==> config.mk <==
export PLATFORM = sky130hd
export DESIGN_NAME = fsc_status_regs
export DESIGN_NICKNAME = d
export VERILOG_FILES = /design/src/design/fsc_busy_timer.v /design/src/design/fsc_status_regs.v
export VERILOG_INCLUDE_DIRS = /design/src /design/src/design
export SDC_FILE = /design/constraint.sdc
export NUM_CORES = 1
export LEC_CHECK = 0
export BUFFER_PORTS_ARGS = -buffer_cell sky130_fd_sc_hd__buf_2
export CORE_ASPECT_RATIO = 1.1
export CORE_UTILIZATION = 35
export CTS_BUF_LIST = sky130_fd_sc_hd__clkbuf_8
export DETAILED_ROUTE_END_ITERATION = 6
export PLACE_DENSITY = 0.52
export SYNTH_ARGS = -nofsm -noshare
export SYNTH_HDL_FRONTEND = slang
export SYNTH_SLANG_ARGS = --single-unit
==> constraint.sdc <==
create_clock -name clk_sys -period 2.3 [get_ports clk_sys]
set_clock_uncertainty 0.05 [all_clocks]
set_input_delay 0.115 -clock clk_sys [delete_from_list [all_inputs] [get_ports clk_sys]]
set_output_delay 0.115 -clock clk_sys [all_outputs]
set_load 0.01 [all_outputs]
==> src/design/fsc_regs.vh <==
// constants for the flash status and configuration register set
// Functional notes
// - paused flag reads at status byte two bit 7
// - invert bit flips the selected protect region
// - three lock bits, zero unprotected, one protected
// - four-lane enable turns guard/pause pins into lanes
// - pin function: pause at 0, reset at 1
// - two volatile strength bits, byte three 6:5
// - fast precharge mode bit at byte three 4
// - busy set during program, erase, non-volatile status write
// - while busy ignore all but status read
// - busy clears when operation completes
// - write enable sets write latch bit
// - write latch cleared by disable, program, erase, non-volatile write
// - three range bits at byte one 4:2
// - end select: top at 0, bottom at 1
// - end select written only when lock mode and write latch or volatile enable allow
// - granularity: sectors at 1, blocks at 0
// - suspend sets paused flag, resume clears it
// - volatile enable then write updates volatile copies
// - lock mode with guard low rejects byte one, two writes unless four-lane enable is set
// - latch set only by enable, cleared on completion
`ifndef FSC_REGS_VH
`define FSC_REGS_VH
`define FSC_CMD_WREN 8'h06
`define FSC_CMD_WRDI 8'h04
`define FSC_CMD_VWREN 8'h50
`define FSC_CMD_WRSR1 8'h01
`define FSC_CMD_WRSR2 8'h31
`define FSC_CMD_WRSR3 8'h11
`define FSC_CMD_RDSR1 8'h05
`define FSC_CMD_RDSR2 8'h35
`define FSC_CMD_RDSR3 8'h15
`define FSC_CMD_PP 8'h02
`define FSC_CMD_SE 8'h20
`define FSC_CMD_BE 8'hD8
`define FSC_CMD_CE 8'hC7
`define FSC_CMD_SUSP 8'h75
`define FSC_CMD_RESUME 8'h7A
`define FSC_SR1_WMASK 8'hFC
`define FSC_SR2_WMASK 8'h7A
`define FSC_SR3_WMASK 8'hF0
`define FSC_SR2_LOCK_MASK 8'h38
`define FSC_B1_LOCKMODE 7
`define FSC_B1_GRAN 6
`define FSC_B1_ENDSEL 5
`define FSC_B1_WEL 1
`define FSC_B1_BUSY 0
`define FSC_B2_PAUSED 7
`define FSC_B2_INVERT 6
`define FSC_B2_QUAD 1
`define FSC_B3_PINFN 7
`define FSC_B3_HFM 4
`define FSC_RESET_VAL 8'h00
`define FSC_NV_WRITE_NS 5000
`define FSC_CLK_NS 10
// 5000 ns at the 10 ns clock, sized to match the 16-bit timer load
`define FSC_NV_WRITE_CYC 16'h01F4
`endif

==> src/design/fsc_busy_timer.v <==
// busy countdown for embedded operations
`timescale 1ns/10ps
`default_nettype none
module fsc_busy_timer (
  // clock and reset
  input wire clk_sys,
  input wire sys_rst,
  // operation start with its length
  input wire start,
  input wire [15:0] cycles,
  // busy level and completion pulse
  output reg busy_q,
  output reg done_q
);
  reg [15:0] count_q;

  always @(posedge clk_sys) begin
    if (sys_rst) begin
      busy_q <= 1'b0;
      done_q <= 1'b0;
      count_q <= 16'h0000;
    end else begin
      done_q <= 1'b0;
      if (start && !busy_q) begin
        busy_q <= 1'b1;
        count_q <= cycles;
      end else if (busy_q) begin
        if (count_q <= 16'h0001) begin
          busy_q <= 1'b0;
          done_q <= 1'b1;
        end else begin
          count_q <= count_q - 16'h0001;
        end
      end
    end
  end
endmodule
`default_nettype wire

==> src/design/fsc_status_regs.v <==
// status and configuration register set of the serial flash
`include "fsc_regs.vh"
`timescale 1ns/10ps
`default_nettype none
module fsc_status_regs (
  // clock and reset
  input wire clk_sys,
  input wire sys_rst,
  // decoded instruction from the command front end
  input wire cmd_valid,
  input wire [7:0] cmd_code,
  input wire [7:0] cmd_data,
  // array engine status
  input wire array_op_done,
  // pins
  input wire write_guard_n,
  // readback for the status read instructions
  output reg [7:0] read_data_q,
  output wire cmd_accepted,
  // configuration out
  output wire [7:0] status_byte_one,
  output wire [7:0] status_byte_two,
  output wire [7:0] status_byte_three,
  output wire [2:0] protect_range,
  output wire protect_end_select,
  output wire granularity_select,
  output wire invert_protect_map,
  output wire [2:0] otp_lock,
  output wire four_lane_enable,
  output wire guard_pin_active,
  output wire pause_pin_active,
  output wire reset_pin_active,
  output wire [1:0] output_strength,
  output wire fast_precharge_mode,
  output wire paused_flag,
  output wire array_op_start
);
  // non-volatile images and volatile working copies
  reg [7:0] nv_one_q;
  reg [7:0] nv_two_q;
  reg [7:0] nv_three_q;
  reg [7:0] vol_one_q;
  reg [7:0] vol_two_q;
  reg [7:0] vol_three_q;
  reg [2:0] lock_q;
  reg wel_q;
  reg vwel_q;
  reg paused_q;
  reg array_busy_q;
  reg nv_pend_q;
  reg [7:0] pend_one_q;
  reg [7:0] pend_two_q;
  reg [7:0] pend_three_q;
  reg [1:0] pend_sel_q;
  wire timer_busy;
  wire timer_done;
  wire busy;
  wire is_status_read;
  wire is_wr;
  wire wr_nv;
  wire wr_vol;
  wire hw_locked;
  wire [1:0] wr_sel;

  // next values of the registers above
  reg [7:0] nv_one_d;
  reg [7:0] nv_two_d;
  reg [7:0] nv_three_d;
  reg [7:0] vol_one_d;
  reg [7:0] vol_two_d;
  reg [7:0] vol_three_d;
  reg [2:0] lock_d;
  reg wel_d;
  reg vwel_d;
  reg paused_d;
  reg array_busy_d;
  reg nv_pend_d;
  reg [7:0] pend_one_d;
  reg [7:0] pend_two_d;
  reg [7:0] pend_three_d;
  reg [1:0] pend_sel_d;
  reg [7:0] read_data_d;
  wire commit;

  function [7:0] merge;
    input [7:0] old_v;
    input [7:0] new_v;
    input [7:0] mask;
    begin
      merge = (old_v & ~mask) | (new_v & mask);
    end
  endfunction

  function is_array_cmd;
    input [7:0] c;
    begin
      is_array_cmd = (c == `FSC_CMD_PP) || (c == `FSC_CMD_SE) || (c == `FSC_CMD_BE) || (c == `FSC_CMD_CE);
    end
  endfunction

  fsc_busy_timer u_timer (
    .clk_sys(clk_sys),
    .sys_rst(sys_rst),
    .start(cmd_accepted && wr_nv),
    .cycles(`FSC_NV_WRITE_CYC),
    .busy_q(timer_busy),
    .done_q(timer_done)
  );

  assign busy = timer_busy | array_busy_q | nv_pend_q;
  assign is_status_read = (cmd_code == `FSC_CMD_RDSR1) || (cmd_code == `FSC_CMD_RDSR2) ||
                          (cmd_code == `FSC_CMD_RDSR3);
  assign cmd_accepted = cmd_valid && (!busy || is_status_read);
  assign is_wr = (cmd_code == `FSC_CMD_WRSR1) || (cmd_code == `FSC_CMD_WRSR2) ||
                 (cmd_code == `FSC_CMD_WRSR3);
  assign wr_sel = (cmd_code == `FSC_CMD_WRSR1) ? 2'h0 : (cmd_code == `FSC_CMD_WRSR2) ? 2'h1 : 2'h2;
  // guard pin only counts while lanes two and three are not data
  assign hw_locked = vol_one_q[`FSC_B1_LOCKMODE] && !write_guard_n && !vol_two_q[`FSC_B2_QUAD];
  assign wr_vol = cmd_accepted && is_wr && vwel_q;
  assign wr_nv = cmd_accepted && is_wr && wel_q && !vwel_q;
  assign array_op_start = cmd_accepted && is_array_cmd(cmd_code) && wel_q;

  assign commit = timer_done && nv_pend_q;

  // command side: volatile enable, readback and suspend flag
  always @* begin
    vwel_d = vwel_q;
    read_data_d = read_data_q;
    paused_d = paused_q;
    if (cmd_accepted) begin
      // any other accepted command drops the volatile enable
      vwel_d = (cmd_code == `FSC_CMD_VWREN);
      case (cmd_code)
        `FSC_CMD_RDSR1: begin
          read_data_d = status_byte_one;
        end
        `FSC_CMD_RDSR2: begin
          read_data_d = status_byte_two;
        end
        `FSC_CMD_RDSR3: begin
          read_data_d = status_byte_three;
        end
        // suspend is refused while busy, so a taken one always sets the flag
        `FSC_CMD_SUSP: begin
          paused_d = 1'b1;
        end
        `FSC_CMD_RESUME: begin
          paused_d = 1'b0;
        end
        default: begin
        end
      endcase
    end
  end

  // write latch: later terms win where events stack
  always @* begin
    wel_d = wel_q;
    if (cmd_accepted && (cmd_code == `FSC_CMD_WREN)) begin
      wel_d = 1'b1;
    end
    if (cmd_accepted && (cmd_code == `FSC_CMD_WRDI)) begin
      wel_d = 1'b0;
    end
    if (!array_op_start && array_op_done) begin
      wel_d = 1'b0;
    end
    if (wr_nv) begin
      wel_d = 1'b1;
    end
    if (commit) begin
      wel_d = 1'b0;
    end
  end

  // array engine: busy from start until the engine reports done
  always @* begin
    array_busy_d = array_busy_q;
    if (array_op_start) begin
      array_busy_d = 1'b1;
    end else if (array_op_done) begin
      array_busy_d = 1'b0;
    end
  end

  // non-volatile write: data parked until the timer ends
  always @* begin
    nv_pend_d = nv_pend_q;
    pend_sel_d = pend_sel_q;
    pend_one_d = pend_one_q;
    pend_two_d = pend_two_q;
    pend_three_d = pend_three_q;
    if (wr_nv) begin
      nv_pend_d = 1'b1;
      pend_sel_d = wr_sel;
      pend_one_d = cmd_data;
      pend_two_d = cmd_data;
      pend_three_d = cmd_data;
    end
    if (commit) begin
      nv_pend_d = 1'b0;
    end
  end

  // byte one: volatile write at once, non-volatile at commit
  always @* begin
    nv_one_d = nv_one_q;
    vol_one_d = vol_one_q;
    if (wr_vol && (wr_sel == 2'h0) && !hw_locked) begin
      vol_one_d = merge(vol_one_q, cmd_data, `FSC_SR1_WMASK);
    end
    if (commit && (pend_sel_q == 2'h0) && !hw_locked) begin
      nv_one_d = merge(nv_one_q, pend_one_q, `FSC_SR1_WMASK);
      vol_one_d = merge(vol_one_q, pend_one_q, `FSC_SR1_WMASK);
    end
  end

  // byte two: lock bits only through the non-volatile path
  always @* begin
    nv_two_d = nv_two_q;
    vol_two_d = vol_two_q;
    lock_d = lock_q;
    if (wr_vol && (wr_sel == 2'h1) && !hw_locked) begin
      vol_two_d = merge(vol_two_q, cmd_data, `FSC_SR2_WMASK & ~`FSC_SR2_LOCK_MASK);
    end
    if (commit && (pend_sel_q == 2'h1) && !hw_locked) begin
      nv_two_d = merge(nv_two_q, pend_two_q, `FSC_SR2_WMASK & ~`FSC_SR2_LOCK_MASK);
      vol_two_d = merge(vol_two_q, pend_two_q, `FSC_SR2_WMASK & ~`FSC_SR2_LOCK_MASK);
      // or-in only: a programmed lock returns to zero only on sys_rst
      lock_d = lock_q | pend_two_q[5:3];
    end
  end

  // byte three: not guarded by the lock mode
  always @* begin
    nv_three_d = nv_three_q;
    vol_three_d = vol_three_q;
    if (wr_vol && (wr_sel == 2'h2)) begin
      vol_three_d = merge(vol_three_q, cmd_data, `FSC_SR3_WMASK);
    end
    if (commit && (pend_sel_q == 2'h2)) begin
      // strength bits have no non-volatile copy
      nv_three_d = merge(nv_three_q, pend_three_q, 8'h90);
      vol_three_d = merge(vol_three_q, pend_three_q, 8'h90);
    end
  end

  // one register stage for all the next values above
  always @(posedge clk_sys) begin
    if (sys_rst) begin
      nv_one_q <= `FSC_RESET_VAL;
      nv_two_q <= `FSC_RESET_VAL;
      nv_three_q <= `FSC_RESET_VAL;
      vol_one_q <= `FSC_RESET_VAL;
      vol_two_q <= `FSC_RESET_VAL;
      vol_three_q <= `FSC_RESET_VAL;
      lock_q <= 3'h0;
      wel_q <= 1'b0;
      vwel_q <= 1'b0;
      paused_q <= 1'b0;
      array_busy_q <= 1'b0;
      nv_pend_q <= 1'b0;
      pend_one_q <= `FSC_RESET_VAL;
      pend_two_q <= `FSC_RESET_VAL;
      pend_three_q <= `FSC_RESET_VAL;
      pend_sel_q <= 2'h0;
      read_data_q <= `FSC_RESET_VAL;
    end else begin
      nv_one_q <= nv_one_d;
      nv_two_q <= nv_two_d;
      nv_three_q <= nv_three_d;
      vol_one_q <= vol_one_d;
      vol_two_q <= vol_two_d;
      vol_three_q <= vol_three_d;
      lock_q <= lock_d;
      wel_q <= wel_d;
      vwel_q <= vwel_d;
      paused_q <= paused_d;
      array_busy_q <= array_busy_d;
      nv_pend_q <= nv_pend_d;
      pend_one_q <= pend_one_d;
      pend_two_q <= pend_two_d;
      pend_three_q <= pend_three_d;
      pend_sel_q <= pend_sel_d;
      read_data_q <= read_data_d;
    end
  end

  // a write status command that carries no enable drops the volatile enable too
  assign status_byte_one = {vol_one_q[7:2], wel_q, busy};
  assign status_byte_two = {paused_q, vol_two_q[6], lock_q, 1'b0, vol_two_q[1], 1'b0};
  assign status_byte_three = {vol_three_q[7:4], 4'h0};
  assign protect_range = vol_one_q[4:2];
  assign protect_end_select = vol_one_q[`FSC_B1_ENDSEL];
  assign granularity_select = vol_one_q[`FSC_B1_GRAN];
  assign invert_protect_map = vol_two_q[`FSC_B2_INVERT];
  assign otp_lock = lock_q;
  assign four_lane_enable = vol_two_q[`FSC_B2_QUAD];
  assign guard_pin_active = !four_lane_enable;
  assign pause_pin_active = !four_lane_enable && !vol_three_q[`FSC_B3_PINFN];
  assign reset_pin_active = !four_lane_enable && vol_three_q[`FSC_B3_PINFN];
  assign output_strength = vol_three_q[6:5];
  assign fast_precharge_mode = vol_three_q[`FSC_B3_HFM];
  assign paused_flag = paused_q;
endmodule
`default_nettype wire

==> implementation parameters <==
Parameter                              Value

STA
  Final critical-path required period ... 2170 ps
  Final worst-path setup slack ... 130 ps
  Fin Setup TNS ... 0 ps
  Remaining max-slew budget at the tightest pin ... 65.1%
  Final Max Tran Viols ... 0
  Portion of the clock cycle consumed by the worst path in the final layout ... 94.4%
  Slew of the pin with the lowest slew margin ... 519 ps
  Endpoints failing hold ... 0
  Setup repair after global routing missed its margin ... true
  Maximum clock frequency ... 461 MHz
  Number of setup violations in the final report ... 0

Yosys
  Dominant combinational cell family by area after synthesis ... simple AND/OR/NAND/NOR gates
  Fraction of the mapped netlist area in simple logic gates ... 27.3%
  Ranking of synthesized cells by instance count ... sky130_fd_sc_hd__dfxtp_1, sky130_fd_sc_hd__nor2_1, sky130_fd_sc_hd__nand2_1
  Syn. warnings ... 0
  Library cell with the largest summed area after synthesis ... sky130_fd_sc_hd__dfxtp_1
  EDFF count, synth ... 0
  Count of cell types in the netlist ... 53
  Area share of the largest cell type after synthesis ... 38.3%
  Compound-gate portion of the synthesized area ... 17.9%
  Number of flip-flops and latches in the synthesized netlist ... 55
  Mean instance size in the synthesized netlist ... 8.20 sq um
  Post-synthesis instance area ... 0.00287 sq mm
  Multiplexer area fraction after synthesis ... 3.14%
  Cell types occupying the most area after synthesis ... sky130_fd_sc_hd__dfxtp_1, sky130_fd_sc_hd__buf_4, sky130_fd_sc_hd__a21oi_1, sky130_fd_sc_hd__nor2_1, sky130_fd_sc_hd__a211oi_1
  Ys flop type ... sky130_fd_sc_hd__dfxtp_1
  Post-Syn Instances ... 350
  Async set or reset register ratio after synthesis ... 0%
  Xor and xnor area share after synthesis ... 3.05%
  Most numerous cell in the Yosys netlist ... sky130_fd_sc_hd__dfxtp_1
  Synth Area in Adders ... 0.871%
  Sequential-to-total area share from yosys stat ... 38.3%

Detailed routing
  Detailed-router iteration count before antenna repair ... 4
  Final routed wirelength across all metal layers ... 7.53 mm
  Initial DRC Count ... 96
  Vias post-DR ... 2642
  Remaining design rule violation count ... 0
  Average via count per standard cell ... 5.20
  DR WL/cell ... 14.8 um
  Count of antenna-violating nets left after detailed routing ... 0

Power and ir drop
  Leakage component of the power ... 0.00132 uW
  Worst supply voltage drop on vdd ... 0.000293 V
  Total power density per cell area ... 487 mW/mm^2

Placement
  Worst slack at placement ... 158 ps
  Weighted congestion at the end of routability-driven global placement ... 0.796
  # port buffers ... 64
  Final HPWL DP ... 5.35 mm

CTS
  CTS H-tree lvls ... 2
  Worst-skew pair later-pin latency ... 310 ps
  Number of post-CTS setup repair buffers ... 0
  Clk pin slew, worst setup/hold paths ... 120 ps
  CTS tree ... yes
  Buffer type at the clock tree root ... sky130_fd_sc_hd__clkbuf_8
  Longest Clk Path Bufs ... 2
  Clock Sink Count ... 55
  Number of CTS-inserted buffers ... 5

Worst setup path
  Data arrival at the endpoint of the critical path ... 2350 ps
  Required time at the endpoint of the critical path ... 2480 ps
  Crit end category ... register
  Startpoint kind of the worst setup timing path ... register
  Type of the worst setup path ... register to register
  Crit Path Max Fanout ... 4

Global route
  Pin count of the biggest net entering global routing ... 27
  Number of antenna violations at the first check in global routing ... 0
  Vias in the first global route ... 2463
  All-Layer GR Usage ... 18.1%
  Global route total overflow ... 0
  Global-route wire length before repair ... 12.2 mm

Outcome
  Status ... completed

Floorplan
  Die area ... 0.00857 sq mm
  Die extent in x ... 88.4 um
  Number of ports placed on the die boundary ... 72
  Standard-cell row count ... 34
  Core box area ... 0.00791 sq mm
  Die height ... 97 um
  Initial core utilization ... 36.3%

Final layout
  Syn-to-layout area delta ... 15.6%
  Nets ... 422
  Fraction of layout instances using a drive strength above 1 ... 23.3%
  Footprint of the flip-flops and latches ... 0.00110 sq mm
  Fill cell total of the finished layout ... 845
  Antenna diode count ... 0
  Multi-input logic area ... 0.00153 sq mm

Hold path
  Class of the most critical hold timing path ... input port to register

Run
  Reported max-cap violation count ... 0
[flip-flops by register name, summed over array words and instances, names as in the netlist]
| signal | cells |
|---|---|
| vwel_q | 1 |
| u_timer.done_q | 1 |
| pend_sel_q | 2 |
| otp_lock | 3 |
| u_timer.count_q | 16 |
| array_busy_q | 1 |
| nv_pend_q | 1 |
| u_timer.busy_q | 1 |
| pend_three_q | 7 |
| wel_q | 1 |
| vol_three_q | 4 |
| read_data_q | 8 |
| paused_flag | 1 |
| vol_one_q | 6 |
| vol_two_q | 2 |
[layout by cell type, fill, tap and decap left out, types with 2 or more instances in the layout]
cell	netlist	routed
sky130_fd_sc_hd__a211oi_1	18	18
sky130_fd_sc_hd__a21oi_1	30	30
sky130_fd_sc_hd__a221oi_1	4	4
sky130_fd_sc_hd__a22oi_1	2	2
sky130_fd_sc_hd__a311oi_1	2	2
sky130_fd_sc_hd__and4b_1	2	2
sky130_fd_sc_hd__buf_2	3	64
sky130_fd_sc_hd__buf_4	22	11
sky130_fd_sc_hd__clkbuf_8	0	5
sky130_fd_sc_hd__clkinv_4	0	2
sky130_fd_sc_hd__conb_1	1	6
sky130_fd_sc_hd__dfxtp_1	55	55
sky130_fd_sc_hd__dlygate4sd3_1	0	3
sky130_fd_sc_hd__ha_1	2	2
sky130_fd_sc_hd__inv_1	7	7
sky130_fd_sc_hd__mux2i_1	9	9
sky130_fd_sc_hd__nand2_1	36	36
sky130_fd_sc_hd__nand2b_1	6	6
sky130_fd_sc_hd__nand3_1	16	16
sky130_fd_sc_hd__nand4_1	3	3
sky130_fd_sc_hd__nand4b_1	3	3
sky130_fd_sc_hd__nor2_1	37	37
sky130_fd_sc_hd__nor2b_1	2	2
sky130_fd_sc_hd__nor3_1	15	15
sky130_fd_sc_hd__nor3b_1	5	5
sky130_fd_sc_hd__nor4_1	4	4
sky130_fd_sc_hd__nor4b_1	2	2
sky130_fd_sc_hd__o21ai_0	7	7
sky130_fd_sc_hd__or3_1	6	6
sky130_fd_sc_hd__xnor2_1	9	9
[cells by family after synthesis]
group,after synthesis
AND/OR/NAND/NOR,150
AO/OA/AOI/OAI,75
flip-flops,55
buffers and inverters,48
XOR/XNOR,10
multiplexers,9
adder cells (fa/ha/maj),2
other,1
[stage by stage]
step | instances | utilization, % | hold WS [ps] | instance area [sq um] | total power, uW
2_1_floorplan | 355 | - | 183 | 2890 | 1030
3_3_place_gp | 497 | 40.3 | 313 | 3190 | 1070
3_5_place_dp | 497 | 40.3 | 320 | 3190 | 1070
4_1_cts | 508 | 41.9 | 2.13 | 3320 | 1630
5_1_grt | 508 | 42.0 | 9.81 | 3320 | 1680
6_report | 508 | 42.0 | 6.02 | 3320 | 1620
[worst paths after layout]
path | start | endpoint | slack, ps | cells past startpoint
setup / recovery | u_timer.count_q[0] | u_timer.count_q[6] | 130 | 7
hold / removal | cmd_data[5] | pend_three_q[5] | 6 | 3
setup reg to reg | u_timer.count_q[0] | u_timer.count_q[6] | 130 | 7
hold reg to reg | read_data_q[2] | read_data_q[2] | 400 | 2
[power by group]
group	total, uW	switching [uW]	internal [uW]
combinational	96.5	66.7	29.9
sequential	953	0.302	952
clock	568	349	219
[timing repair]
item                                    4_1_cts  5_1_grt
endpoints found under the hold margin         3        0
gates resized for setup                       1        1
hold buffers                                  3        0
endpoints found under the setup margin        1        2
[worst max-delay path: stages (launching register included)]
cell,delay (ps)
sky130_fd_sc_hd__dfxtp_1,370
sky130_fd_sc_hd__inv_1,80
sky130_fd_sc_hd__ha_1,230
sky130_fd_sc_hd__nor2_1,330
sky130_fd_sc_hd__nor2_1,170
sky130_fd_sc_hd__a2111oi_1,560
sky130_fd_sc_hd__nor3_1,90
sky130_fd_sc_hd__a211oi_1,210
[final cells by class]
cell class              count  area share [%]
repair buffers             78            13.0
multi-input cells         252            46.1
well taps                 108            4.07
clock inverters             3           0.754
inverters                   7           0.792
clock buffers               5            2.07
flip-flops and latches     55            33.2
[metal layers]
metal	up-vias	global-route usage (%)	wire length, um
met1	1243	25.8	3760
met4	0	4.71	85
met3	6	3.16	333
met2	71	27.9	3360
met5	-	0	0
li1	1322	-	-
Note: power is estimated with default switching activity, not from simulation.
